[src/cdar_params.svh]
// Offsets, field positions, reset values and timing counts for the channel two diagnostic bank
`ifndef CDAR_PARAMS_SVH
`define CDAR_PARAMS_SVH

`define CDAR_OFS_CONFIG         6'h18
`define CDAR_OFS_CURRENT        6'h19
`define CDAR_OFS_TEMPERATURE    6'h1a
`define CDAR_OFS_VOLTAGE        6'h1b

`define CDAR_CFG_RESET          16'hc002
`define CDAR_RES_RESET          16'h0000

`define CDAR_BIT_VSNS_DIS       15
`define CDAR_BIT_TSNS_DIS       14
`define CDAR_BIT_ISNS_DIS       13
`define CDAR_MSB_OL_THLD        12
`define CDAR_LSB_OL_THLD        11
`define CDAR_BIT_GAIN           10
`define CDAR_BIT_OL_ON_EN       9
`define CDAR_MSB_BLANK          8
`define CDAR_LSB_BLANK          7
`define CDAR_MSB_PULLUP         6
`define CDAR_LSB_PULLUP         5
`define CDAR_BIT_OL_OFF_EN      4
`define CDAR_BIT_SVBB_EN        3
`define CDAR_BIT_LATCH          2
`define CDAR_MSB_SLEW           1
`define CDAR_LSB_SLEW           0

`define CDAR_BIT_FRESH          10
`define CDAR_RESULT_W           10

// Blanking times in microseconds and the clock rate in kHz
`define CDAR_CLK_KHZ            20000
`define CDAR_BLANK0_US          400
`define CDAR_BLANK1_US          1000
`define CDAR_BLANK2_US          2000
`define CDAR_BLANK3_US          4000
`define CDAR_BLANK0_CYC         ((`CDAR_BLANK0_US * `CDAR_CLK_KHZ + 999) / 1000)
`define CDAR_BLANK1_CYC         ((`CDAR_BLANK1_US * `CDAR_CLK_KHZ + 999) / 1000)
`define CDAR_BLANK2_CYC         ((`CDAR_BLANK2_US * `CDAR_CLK_KHZ + 999) / 1000)
`define CDAR_BLANK3_CYC         ((`CDAR_BLANK3_US * `CDAR_CLK_KHZ + 999) / 1000)

`endif

[src/cdar_pkg.sv]
// Types shared by the channel two diagnostic bank
`default_nettype none
package cdar_pkg;
	typedef enum logic [1:0]
	{
		CDAR_SRC_CURRENT,
		CDAR_SRC_TEMPERATURE,
		CDAR_SRC_VOLTAGE
	} cdar_src_t;

	typedef enum logic [1:0]
	{
		CDAR_BLK_IDLE,
		CDAR_BLK_COUNT,
		CDAR_BLK_FAULT
	} cdar_blk_state_t;
endpackage
`default_nettype wire

[src/cdar_result_slot.sv]
// One sense result holder with its freshness flag
`timescale 1ns/1ps
`default_nettype none
`include "cdar_params.svh"
module cdar_result_slot
(
	input  wire logic                        clk_i,
	input  wire logic                        reset_n_i,
	input  wire logic                        enable_i,
	input  wire logic                        load_i,
	input  wire logic [`CDAR_RESULT_W-1:0]  data_i,
	input  wire logic                        read_i,
	output logic      [15:0]                 word_o
);
	logic [`CDAR_RESULT_W-1:0] value_r;
	logic                      fresh_r;

	always_ff @(posedge clk_i or negedge reset_n_i)
	begin
		if (!reset_n_i)
			value_r <= '0;
		else if (load_i && enable_i)
			value_r <= data_i;
	end

	always_ff @(posedge clk_i or negedge reset_n_i)
	begin
		if (!reset_n_i)
			fresh_r <= 1'b0;
		else if (load_i && enable_i)
			fresh_r <= 1'b1;
		else if (read_i)
			fresh_r <= 1'b0;
	end

	assign word_o = {5'h00, fresh_r, value_r};

	a_fresh_clear: assert property (@(posedge clk_i) disable iff (!reset_n_i)
		read_i && !(load_i && enable_i) |=> !fresh_r)
		else $error("fresh flag not cleared by read");
	a_fresh_set: assert property (@(posedge clk_i) disable iff (!reset_n_i)
		load_i && enable_i |=> fresh_r && value_r == $past(data_i))
		else $error("fresh flag or value not loaded");
endmodule
`default_nettype wire

[src/cdar_blank_timer.sv]
// Persistence timer that turns a raw detector level into a registered fault
`timescale 1ns/1ps
`default_nettype none
`include "cdar_params.svh"
module cdar_blank_timer
(
	input  wire logic        clk_i,
	input  wire logic        reset_n_i,
	input  wire logic [1:0]  sel_i,
	input  wire logic        cond_i,
	output logic             fault_o
);
	localparam int unsigned CW = 17;
	logic [CW-1:0]            cnt_r;
	logic [CW-1:0]            limit;
	cdar_pkg::cdar_blk_state_t state_r;

	function automatic logic [CW-1:0] blank_cycles(input logic [1:0] s);
		case (s)
			2'h0:    blank_cycles = CW'(`CDAR_BLANK0_CYC);
			2'h1:    blank_cycles = CW'(`CDAR_BLANK1_CYC);
			2'h2:    blank_cycles = CW'(`CDAR_BLANK2_CYC);
			default: blank_cycles = CW'(`CDAR_BLANK3_CYC);
		endcase
	endfunction

	assign limit = blank_cycles(sel_i);

	always_ff @(posedge clk_i or negedge reset_n_i)
	begin
		if (!reset_n_i)
		begin
			state_r <= cdar_pkg::CDAR_BLK_IDLE;
			cnt_r   <= '0;
			fault_o <= 1'b0;
		end
		else if (!cond_i)
		begin
			state_r <= cdar_pkg::CDAR_BLK_IDLE;
			cnt_r   <= '0;
			fault_o <= 1'b0;
		end
		else
		begin
			case (state_r)
				cdar_pkg::CDAR_BLK_IDLE:
				begin
					state_r <= cdar_pkg::CDAR_BLK_COUNT;
					cnt_r   <= CW'(1);
				end
				cdar_pkg::CDAR_BLK_COUNT:
				begin
					if (cnt_r >= limit - CW'(1))
					begin
						state_r <= cdar_pkg::CDAR_BLK_FAULT;
						fault_o <= 1'b1;
					end
					cnt_r <= cnt_r + CW'(1);
				end
				cdar_pkg::CDAR_BLK_FAULT:
					fault_o <= 1'b1;
				default:
					state_r <= cdar_pkg::CDAR_BLK_IDLE;
			endcase
		end
	end

	a_blank_early: assert property (@(posedge clk_i) disable iff (!reset_n_i)
		$rose(fault_o) |-> $past(cond_i) && cnt_r >= limit - CW'(1))
		else $error("fault raised before blanking time");
endmodule
`default_nettype wire

[src/cdar_regs.sv]
// Channel two diagnostic configuration and sense result register bank
// Behaviour
// - Bit fifteen disables voltage sense, reset one
// - Bit fourteen disables temperature sense, reset one
// - Bit thirteen disables current sense, reset zero
// - Bit ten selects unity or 8x gain
// - Bit nine enables precise on-state open load
// - Bits eight-seven choose fault blanking time
// - Bits six-five choose open-load pull-up current
// - Bit four enables off-state open-load pull-up
// - Bit three enables supply-short pull-down
// - Bit two selects latch or auto retry
// - Bits one-zero choose slew, reset two
// - Bits twelve-eleven stored only, no effect
// - Current result holds latest 10-bit conversion
// - Bit ten flags conversion newer than read
// - Temperature result holds conversion and flag
// - Voltage result holds conversion and flag
`timescale 1ns/1ps
`default_nettype none
`include "cdar_params.svh"
module cdar_regs
(
	input  wire logic         CLK_SYS_I,
	input  wire logic         RESET_N_I,
	input  wire logic         REG_WR_I,
	input  wire logic         REG_RD_I,
	input  wire logic [5:0]   REG_ADDR_I,
	input  wire logic [15:0]  REG_WDATA_I,
	output logic      [15:0]  REG_RDATA_O,
	input  wire logic         CHANNEL_ON_I,
	input  wire logic         CHANNEL_FAULT_I,
	input  wire logic         LOAD_CURRENT_HIGH_I,
	input  wire logic         SWITCH_STATE_WRITE_I,
	input  wire logic         ADC_DONE_I,
	input  wire logic [1:0]   ADC_SRC_I,
	input  wire logic [9:0]   ADC_DATA_I,
	input  wire logic         OPENLOAD_RAW_I,
	input  wire logic         SUPPLY_SHORT_RAW_I,
	input  wire logic         SHUTDOWN_EVENT_I,
	input  wire logic         RETRY_READY_I,
	output logic              VOLTAGE_SENSE_EN_O,
	output logic              TEMPERATURE_SENSE_EN_O,
	output logic              CURRENT_SENSE_EN_O,
	output logic              CURRENT_SENSE_GAIN8_O,
	output logic              ONSTATE_OPENLOAD_EN_O,
	output logic      [1:0]   OPENLOAD_PULLUP_STRENGTH_O,
	output logic              OFFSTATE_PULLUP_EN_O,
	output logic              SUPPLY_SHORT_PULLDOWN_EN_O,
	output logic      [1:0]   OUTPUT_SLEW_SELECT_O,
	output logic              OPENLOAD_FAULT_O,
	output logic              SUPPLY_SHORT_FAULT_O,
	output logic              CHANNEL_ALLOWED_O
);
	logic [15:0] config_r;
	logic [15:0] cur_word;
	logic [15:0] tmp_word;
	logic [15:0] vlt_word;
	logic [15:0] rdata_nxt;
	logic        ol_fault;
	logic        sv_fault;
	logic        ol_cond;
	logic        latched_off_r;
	logic        guard_bad;
	logic [2:0]  rd_hit;
	logic [2:0]  src_hit;
	logic [2:0]  src_en;
	logic        sv_cond;
	logic [1:0]  raw_meta_r;
	logic [1:0]  raw_sync_r;

	function automatic logic addr_is(input logic [5:0] a, input logic [5:0] ofs);
		addr_is = (a == ofs);
	endfunction

	always_ff @(posedge CLK_SYS_I or negedge RESET_N_I)
	begin
		if (!RESET_N_I)
			config_r <= `CDAR_CFG_RESET;
		else if (REG_WR_I && addr_is(REG_ADDR_I, `CDAR_OFS_CONFIG))
			config_r <= REG_WDATA_I;
	end

	// precise open load needs quiet channel
	// pull-up only when off, no fault
	// pull-down only when off, no fault
	assign guard_bad = CHANNEL_ON_I || CHANNEL_FAULT_I;

	always_ff @(posedge CLK_SYS_I or negedge RESET_N_I)
	begin
		if (!RESET_N_I)
		begin
			VOLTAGE_SENSE_EN_O         <= 1'b0;
			TEMPERATURE_SENSE_EN_O     <= 1'b0;
			CURRENT_SENSE_EN_O         <= 1'b1;
			CURRENT_SENSE_GAIN8_O      <= 1'b0;
			ONSTATE_OPENLOAD_EN_O      <= 1'b0;
			OPENLOAD_PULLUP_STRENGTH_O <= 2'h0;
			OFFSTATE_PULLUP_EN_O       <= 1'b0;
			SUPPLY_SHORT_PULLDOWN_EN_O <= 1'b0;
			OUTPUT_SLEW_SELECT_O       <= 2'h2;
		end
		else
		begin
			VOLTAGE_SENSE_EN_O         <= !config_r[`CDAR_BIT_VSNS_DIS];
			TEMPERATURE_SENSE_EN_O     <= !config_r[`CDAR_BIT_TSNS_DIS];
			CURRENT_SENSE_EN_O         <= !config_r[`CDAR_BIT_ISNS_DIS];
			CURRENT_SENSE_GAIN8_O      <= config_r[`CDAR_BIT_GAIN];
			ONSTATE_OPENLOAD_EN_O      <= config_r[`CDAR_BIT_OL_ON_EN]
				&& !CHANNEL_FAULT_I && !LOAD_CURRENT_HIGH_I;
			OPENLOAD_PULLUP_STRENGTH_O <= config_r[`CDAR_MSB_PULLUP:`CDAR_LSB_PULLUP];
			OFFSTATE_PULLUP_EN_O       <= config_r[`CDAR_BIT_OL_OFF_EN] && !guard_bad;
			SUPPLY_SHORT_PULLDOWN_EN_O <= config_r[`CDAR_BIT_SVBB_EN] && !guard_bad;
			OUTPUT_SLEW_SELECT_O       <= config_r[`CDAR_MSB_SLEW:`CDAR_LSB_SLEW];
		end
	end

	// Comparator levels are asynchronous, two flops first
	always_ff @(posedge CLK_SYS_I or negedge RESET_N_I)
	begin
		if (!RESET_N_I)
		begin
			raw_meta_r <= 2'h0;
			raw_sync_r <= 2'h0;
		end
		else
		begin
			raw_meta_r <= {SUPPLY_SHORT_RAW_I, OPENLOAD_RAW_I};
			raw_sync_r <= raw_meta_r;
		end
	end

	assign ol_cond = raw_sync_r[0] && (OFFSTATE_PULLUP_EN_O || ONSTATE_OPENLOAD_EN_O);
	assign sv_cond = raw_sync_r[1] && SUPPLY_SHORT_PULLDOWN_EN_O;

	cdar_blank_timer u_ol_blank
	(
		.clk_i     (CLK_SYS_I),
		.reset_n_i (RESET_N_I),
		.sel_i     (config_r[`CDAR_MSB_BLANK:`CDAR_LSB_BLANK]),
		.cond_i    (ol_cond),
		.fault_o   (ol_fault)
	);

	cdar_blank_timer u_sv_blank
	(
		.clk_i     (CLK_SYS_I),
		.reset_n_i (RESET_N_I),
		.sel_i     (config_r[`CDAR_MSB_BLANK:`CDAR_LSB_BLANK]),
		.cond_i    (sv_cond),
		.fault_o   (sv_fault)
	);

	always_ff @(posedge CLK_SYS_I or negedge RESET_N_I)
	begin
		if (!RESET_N_I)
		begin
			OPENLOAD_FAULT_O     <= 1'b0;
			SUPPLY_SHORT_FAULT_O <= 1'b0;
		end
		else
		begin
			OPENLOAD_FAULT_O     <= ol_fault;
			SUPPLY_SHORT_FAULT_O <= sv_fault;
		end
	end

	always_ff @(posedge CLK_SYS_I or negedge RESET_N_I)
	begin
		if (!RESET_N_I)
			latched_off_r <= 1'b0;
		else if (SHUTDOWN_EVENT_I)
			latched_off_r <= 1'b1;
		else if (config_r[`CDAR_BIT_LATCH] ? SWITCH_STATE_WRITE_I : RETRY_READY_I)
			latched_off_r <= 1'b0;
	end

	always_ff @(posedge CLK_SYS_I or negedge RESET_N_I)
	begin
		if (!RESET_N_I)
			CHANNEL_ALLOWED_O <= 1'b1;
		else
			CHANNEL_ALLOWED_O <= !latched_off_r && !SHUTDOWN_EVENT_I;
	end

	assign rd_hit[0] = REG_RD_I && addr_is(REG_ADDR_I, `CDAR_OFS_CURRENT);
	assign rd_hit[1] = REG_RD_I && addr_is(REG_ADDR_I, `CDAR_OFS_TEMPERATURE);
	assign rd_hit[2] = REG_RD_I && addr_is(REG_ADDR_I, `CDAR_OFS_VOLTAGE);
	assign src_en    = {VOLTAGE_SENSE_EN_O, TEMPERATURE_SENSE_EN_O, CURRENT_SENSE_EN_O};

	genvar g;
	generate
		for (g = 0; g < 3; g++)
		begin : g_src
			assign src_hit[g] = ADC_DONE_I && (ADC_SRC_I == 2'(g));
		end
	endgenerate

	cdar_result_slot u_cur
	(
		.clk_i     (CLK_SYS_I),
		.reset_n_i (RESET_N_I),
		.enable_i  (src_en[0]),
		.load_i    (src_hit[0]),
		.data_i    (ADC_DATA_I),
		.read_i    (rd_hit[0]),
		.word_o    (cur_word)
	);

	cdar_result_slot u_tmp
	(
		.clk_i     (CLK_SYS_I),
		.reset_n_i (RESET_N_I),
		.enable_i  (src_en[1]),
		.load_i    (src_hit[1]),
		.data_i    (ADC_DATA_I),
		.read_i    (rd_hit[1]),
		.word_o    (tmp_word)
	);

	cdar_result_slot u_vlt
	(
		.clk_i     (CLK_SYS_I),
		.reset_n_i (RESET_N_I),
		.enable_i  (src_en[2]),
		.load_i    (src_hit[2]),
		.data_i    (ADC_DATA_I),
		.read_i    (rd_hit[2]),
		.word_o    (vlt_word)
	);

	always_comb
	begin
		case (REG_ADDR_I)
			`CDAR_OFS_CONFIG:      rdata_nxt = config_r;
			`CDAR_OFS_CURRENT:     rdata_nxt = cur_word;
			`CDAR_OFS_TEMPERATURE: rdata_nxt = tmp_word;
			`CDAR_OFS_VOLTAGE:     rdata_nxt = vlt_word;
			default:               rdata_nxt = 16'h0000;
		endcase
	end

	always_ff @(posedge CLK_SYS_I or negedge RESET_N_I)
	begin
		if (!RESET_N_I)
			REG_RDATA_O <= 16'h0000;
		else if (REG_RD_I)
			REG_RDATA_O <= rdata_nxt;
	end

	a_vsns_gate: assert property (@(posedge CLK_SYS_I) disable iff (!RESET_N_I)
		##1 VOLTAGE_SENSE_EN_O == !$past(config_r[`CDAR_BIT_VSNS_DIS]))
		else $error("voltage sense enable wrong");
	a_tsns_gate: assert property (@(posedge CLK_SYS_I) disable iff (!RESET_N_I)
		##1 TEMPERATURE_SENSE_EN_O == !$past(config_r[`CDAR_BIT_TSNS_DIS]))
		else $error("temperature sense enable wrong");
	a_isns_block: assert property (@(posedge CLK_SYS_I) disable iff (!RESET_N_I)
		!CURRENT_SENSE_EN_O && !rd_hit[0] |=> $stable(cur_word))
		else $error("current result changed while disabled");
	a_gain_sel: assert property (@(posedge CLK_SYS_I) disable iff (!RESET_N_I)
		$past(REG_WR_I && REG_ADDR_I == `CDAR_OFS_CONFIG, 2) |->
		CURRENT_SENSE_GAIN8_O == $past(REG_WDATA_I[`CDAR_BIT_GAIN], 2))
		else $error("gain select not applied");
	// precise open load blocked by fault
	a_olon_guard: assert property (@(posedge CLK_SYS_I) disable iff (!RESET_N_I)
		$past(CHANNEL_FAULT_I || LOAD_CURRENT_HIGH_I) |-> !ONSTATE_OPENLOAD_EN_O)
		else $error("precise open load enabled under fault");
	a_pullup_str: assert property (@(posedge CLK_SYS_I) disable iff (!RESET_N_I)
		##1 OPENLOAD_PULLUP_STRENGTH_O == $past(config_r[6:5]))
		else $error("pull-up strength wrong");
	a_pullup_off: assert property (@(posedge CLK_SYS_I) disable iff (!RESET_N_I)
		$past(CHANNEL_ON_I) |-> !OFFSTATE_PULLUP_EN_O)
		else $error("pull-up enabled while channel on");
	a_pulldn_off: assert property (@(posedge CLK_SYS_I) disable iff (!RESET_N_I)
		$past(CHANNEL_FAULT_I) |-> !SUPPLY_SHORT_PULLDOWN_EN_O)
		else $error("pull-down enabled under fault");
	a_latch_hold: assert property (@(posedge CLK_SYS_I) disable iff (!RESET_N_I)
		latched_off_r && config_r[`CDAR_BIT_LATCH] && !SWITCH_STATE_WRITE_I
		|=> latched_off_r)
		else $error("latched channel released without write");
	a_slew_sel: assert property (@(posedge CLK_SYS_I) disable iff (!RESET_N_I)
		##1 OUTPUT_SLEW_SELECT_O == $past(config_r[1:0]))
		else $error("slew select wrong");
	a_rsvd_zero: assert property (@(posedge CLK_SYS_I) disable iff (!RESET_N_I)
		$past(REG_RD_I && REG_ADDR_I != `CDAR_OFS_CONFIG) |-> REG_RDATA_O[15:11] == 5'h00)
		else $error("reserved result bits nonzero");
	// precise open load follows bit nine
	a_olon_set: assert property (@(posedge CLK_SYS_I) disable iff (!RESET_N_I)
		$past(config_r[`CDAR_BIT_OL_ON_EN] && !CHANNEL_FAULT_I && !LOAD_CURRENT_HIGH_I)
		|-> ONSTATE_OPENLOAD_EN_O)
		else $error("precise open load not enabled");
	a_pullup_flt: assert property (@(posedge CLK_SYS_I) disable iff (!RESET_N_I)
		$past(CHANNEL_FAULT_I) |-> !OFFSTATE_PULLUP_EN_O)
		else $error("pull-up enabled under fault");
	a_pulldn_on: assert property (@(posedge CLK_SYS_I) disable iff (!RESET_N_I)
		$past(CHANNEL_ON_I) |-> !SUPPLY_SHORT_PULLDOWN_EN_O)
		else $error("pull-down enabled while channel on");
	a_ol_persist: assert property (@(posedge CLK_SYS_I) disable iff (!RESET_N_I)
		OPENLOAD_FAULT_O |-> $past(ol_cond, 2))
		else $error("open-load fault without condition");
	a_sv_persist: assert property (@(posedge CLK_SYS_I) disable iff (!RESET_N_I)
		SUPPLY_SHORT_FAULT_O |-> $past(sv_cond, 2))
		else $error("supply-short fault without condition");
	a_shut_off: assert property (@(posedge CLK_SYS_I) disable iff (!RESET_N_I)
		SHUTDOWN_EVENT_I |=> !CHANNEL_ALLOWED_O)
		else $error("channel allowed after shutdown");
	a_retry_rel: assert property (@(posedge CLK_SYS_I) disable iff (!RESET_N_I)
		latched_off_r && !config_r[`CDAR_BIT_LATCH] && RETRY_READY_I && !SHUTDOWN_EVENT_I
		|=> !latched_off_r)
		else $error("retry did not release channel");
	a_cfg_rdback: assert property (@(posedge CLK_SYS_I) disable iff (!RESET_N_I)
		$past(REG_RD_I && REG_ADDR_I == `CDAR_OFS_CONFIG) |-> REG_RDATA_O == $past(config_r))
		else $error("config read data wrong");
	a_cur_read: assert property (@(posedge CLK_SYS_I) disable iff (!RESET_N_I)
		$past(rd_hit[0]) |-> REG_RDATA_O == $past(cur_word))
		else $error("current result read wrong");
	a_tmp_read: assert property (@(posedge CLK_SYS_I) disable iff (!RESET_N_I)
		$past(rd_hit[1]) |-> REG_RDATA_O == $past(tmp_word))
		else $error("temperature result read wrong");
	a_vlt_read: assert property (@(posedge CLK_SYS_I) disable iff (!RESET_N_I)
		$past(rd_hit[2]) |-> REG_RDATA_O == $past(vlt_word))
		else $error("voltage result read wrong");
endmodule
`default_nettype wire

[config.mk]
export PLATFORM = sky130hd
export DESIGN_NAME = cdar_regs
export DESIGN_NICKNAME = d
export VERILOG_FILES = /design/src/cdar_pkg.sv /design/src/cdar_result_slot.sv /design/src/cdar_blank_timer.sv /design/src/cdar_regs.sv
export VERILOG_INCLUDE_DIRS = /design/src
export SDC_FILE = /design/constraint.sdc
export NUM_CORES = 1
export LEC_CHECK = 0
export BUFFER_PORTS_ARGS = -buffer_cell sky130_fd_sc_hd__buf_2
export CORE_MARGIN = 2
export CORE_UTILIZATION = 52
export DETAILED_ROUTE_END_ITERATION = 10
export GPL_TIMING_DRIVEN = 1
export PLACE_DENSITY = 0.79
export SYNTH_ARGS = -nofsm -noshare
export SYNTH_HDL_FRONTEND = slang
export SYNTH_SLANG_ARGS = --single-unit
[constraint.sdc]
create_clock -name CLK_SYS_I -period 2.1 [get_ports CLK_SYS_I]
set_input_delay 0.315 -clock CLK_SYS_I [delete_from_list [all_inputs] [get_ports CLK_SYS_I]]
set_output_delay 0.315 -clock CLK_SYS_I [all_outputs]
set_load 0.01 [all_outputs]
==> out/metrics.csv <==
stage,metric,value,unit
status,status,"finished, violations left",
status,failing checks,setup timing,
pwr,switch share,24.7,%
floorplan,Top Ports,77,
yosys,fraction of the mapped netlist area in simple logic gates,12.2,%
setup_path,Setup crit end kind,flip-flop,
setup_path,critical path class,reg -> reg,
floorplan,initial core utilization,53.8,%
yosys,Yosys warnings,0,
floorplan,DIE AREA,12200,um2
setup_path,WP data arrival,2.59,ns
yosys,syn_nets,598,
timing,min Tclk post-route,2.30,ns
timing,hold slack final,0.0122,ns
timing,Max Clock Freq,434,MHz
pwr,Comb pwr share,14.2,%
cells_and_area,Ant. Diodes,0,
clocking,CTS tree,built,
clocking,clk buf depth,2,
timing,Max Slew Vio Count,0,
yosys,Cells after Synth,520,
global_routing,global-route wire length before repair,23000,um
global_routing,largest net degree at the start of global routing,50,
clocking,Clock Sinks,124,
drt,via/cell ratio,6.07,
drt,DRC violations left,0,
yosys,register bit total from synthesis,124,
clocking,H-tree levels,4,
placed_design,pre-CTS setup slack,-0.201,ns
global_routing,initial antenna violation count,0,
timing,Setup TNS Final,-0.547,ns
pwr,share of power burned in registers,43.1,%
cells_and_area,Final Instance Area,7380,um2
timing,worst setup margin,-0.203,ns
placed_design,HPWL after DPL,9360,um
floorplan,Core ar.,10900,um2
drt,drt total wl,14400,um
pwr,maximum vdd drop,747,uV
floorplan,die width,110,um
drt,DRT Pass-1 Iters,4,
floorplan,# rows,38,
cells_and_area,Layout area overhead,25.6,%
pwr,PwrDens,911,nW/um2
timing,Slew @ Worst Pin,0.745,ns
clocking,Root Driver,clkbuf_16,
setup_path,crit path max fanout,5,
global_routing,GRT Residual Overflow,0,
yosys,Synth Area per Inst,11.3,um2
yosys,post-synthesis xor/xnor area fraction,0.894,%
cells_and_area,Final nets,696,
timing,Final Hold Viols,0,
timing,Slew headroom,50.1,%
yosys,"FFs w/ async S/R, synth",100,%
yosys,Post-Synthesis Cell Area,5880,um2
yosys,ys flop type,dfrtp_1,
timing,Fin Clk Skew,0.00885,ns
timing,fin crit share,110,%
placed_design,dpl cell area,6480,um2
pwr,standby leakage power,3.48,nW
global_routing,total global-route track usage,25.2,%
cells_and_area,share of cells above drive strength 1,32.6,%
yosys,post-synthesis adder-cell area fraction,6.60,%
placed_design,Final Wtd Congestion,0.827,
pwr,P_sw,1.66,mW
drt,Antenna Nets Post-Route,0,
yosys,sequential fraction of the synthesis area,52.9,%
setup_path,Worst setup SP type,flip-flop,
yosys,Synth Area in Compound Gates,15.9,%
yosys,"EDFF count, synth",0,
clocking,Worst-Skew Late Latency,0.43,ns
floorplan,Die Height,110,um
yosys,synth unique cells,55,
yosys,largest family of logic cells by synthesized area,compound AO/OA/AOI/OAI gates,
job,Max Cap Viol,0,
worst_hold_path,Hold Path Class,in -> reg,
pwr,total power,6.72,mW
drt,1st-iter DRT viols,300,
timing,final setup violation count,4,
yosys,mux share of post-synthesis cell area,8.19,%
clocking,TritonCTS buffer count,17,
drt,routed len/inst,18.7,um
pwr,P_int,5.06,mW
drt,DR vias,4681,
pwr,clock share of power,42.7,%
timing,RSZ-0062 raised after global routing,yes,
setup_path,"Req. time, crit path",2.39,ns
global_routing,number of global-route vias before repair,4747,
clocking,clk slew on worst S/H paths,0.06,ns
placed_design,Port Buffers,76,
[timing repair]
item,4_1_cts,5_1_grt
gates resized for setup,23,21
setup endpoints to repair,6,6
hold buffers,3,0
gates cloned,0,0
pin swaps,6,9
endpoints found under the hold margin,36,0
buffers inserted,5,1
[per-layer routing]
layer  share of wire (%)  vias to the layer above  global-route usage, %
met2                  51                      176                   42.2
li1                    -                     2124                      -
met1                  40                     2349                   31.3
met3                 5.8                       32                   6.70
met5                   0                        -                      0
met4                 2.7                        0                   9.82
[final timing paths]
kind	slack (ns)	end	cells after the start	from
worst max-delay path	-0.20	u_ol_blank.fault_o$_DFFE_PN0P_	9	config_r[7]$_DFFE_PN0P_
worst min-delay path	0.01	CHANNEL_ALLOWED_O$_DFF_PN1_	2	SHUTDOWN_EVENT_I
worst max register to register	-0.20	u_ol_blank.fault_o$_DFFE_PN0P_	9	config_r[7]$_DFFE_PN0P_
worst min register to register	0.35	raw_sync_r[0]$_DFF_PN0_	0	raw_meta_r[0]$_DFF_PN0_
max in group asynchronous	1.01	config_r[8]$_DFFE_PN0P_	3	RESET_N_I
min in group asynchronous	0.41	ONSTATE_OPENLOAD_EN_O$_DFF_PN0_	2	RESET_N_I
[sequential cells by signal, summed over array words and instances, names as in the netlist, 2 cells and up]
signal / count
OPENLOAD_PULLUP_STRENGTH_O: 2
OUTPUT_SLEW_SELECT_O: 2
REG_RDATA_O: 16
config_r: 16
raw_meta_r: 2
raw_sync_r: 2
u_cur.value_r: 10
u_ol_blank.cnt_r: 17
u_ol_blank.state_r: 2
u_sv_blank.cnt_r: 17
u_sv_blank.state_r: 2
u_tmp.value_r: 10
u_vlt.value_r: 10
[cell usage after synthesis (2+ instances only)]
cell type  number  area [um2]
a211oi_1        4        30.0
a21o_1          8        60.1
a21oi_1        14        70.1
a221o_1         9        90.1
a221oi_1        2        17.5
a22o_1         23         201
a31oi_1        11        68.8
and2_1          4        25.0
and3_1          6        37.5
and4_1          3        26.3
buf_2           7        35.0
buf_4           2        15.0
buf_6           2        22.5
clkbuf_1       10        37.5
dfrtp_1       118        2950
dfstp_2         6         158
ha_1           31         388
inv_1          20        75.1
mux2_1         10         113
mux2_2         31         349
mux2i_1         2        20.0
nand2_1        29         109
nand2b_1        3        18.8
nand3_1        17        85.1
nand4_1        19         119
nand4b_1        4        35.0
nor2_1         31         116
nor3_1          2        10.0
nor3b_1         5        37.5
o21a_1          2        15.0
o21ai_0        54         270
o22ai_1         2        12.5
o2bb2ai_1       2        17.5
o31ai_1         2        15.0
xor2_1          5        43.8
[cells by family (layout without fill, tap and decap cells)]
logic type,after synthesis,in the layout
AOI/OAI and AO/OA,141,141
and+or+nand+nor,132,132
DFF,124,124
muxes,43,43
buffers and inverters,43,154
adders and majority gates,31,31
xor gates and xnor gates,6,6
[cell usage in the layout (no fill, tap or decap), types with 6 or more instances in the layout]
master and instances:
a21o_1 8, a21oi_1 14, a221o_1 9, a22o_1 23
a31oi_1 11, and3_1 6, buf_2 75, buf_4 20
clkbuf_16 17, clkbuf_8 7, dfrtp_1 116, dfstp_2 6
ha_1 18, ha_4 11, inv_1 15, mux2_1 10
mux2_2 31, nand2_1 29, nand3_1 17, nand4_1 19
nor2_1 31, o21ai_0 49
[final cells by class]
class	instances	area [um2]
multi-input combinational	353	2810
clock inverter	5	57.6
inverter	20	80.1
tap	140	175
fill	776	3550
clock buffer	27	533
timing repair buffer	102	618
sequential	124	3110
[per-stage QoR]
step / cells / utilization [%]
finish: 771 / 67.5
detailed placement: 730 / 59.3
CTS: 770 / 66.2
floorplan: 520 / -
global route: 771 / 67.5
global placement: 730 / 59.3
[critical path, cell delays in order (launching register included)]
cell,delay [ns]
dfrtp_2,0.45
buf_6,0.14
ha_4,0.17
xnor2_4,0.23
ha_4,0.25
o21ai_2,0.14
nor2_1,0.08
o31ai_1,0.34
o211a_1,0.27
o22ai_1,0.09
[power groups by stage]
stage / Sequential [mW] / Combinational [mW] / Clock, mW
finish: 2.90 / 0.955 / 2.87
global route: 2.93 / 1.04 / 3.00
CTS: 2.90 / 0.860 / 2.88
global placement: 2.89 / 0.690 / 0
floorplan: 2.88 / 0.432 / 0
detailed placement: 2.92 / 0.740 / 0
(Power assumes the default switching activity.)
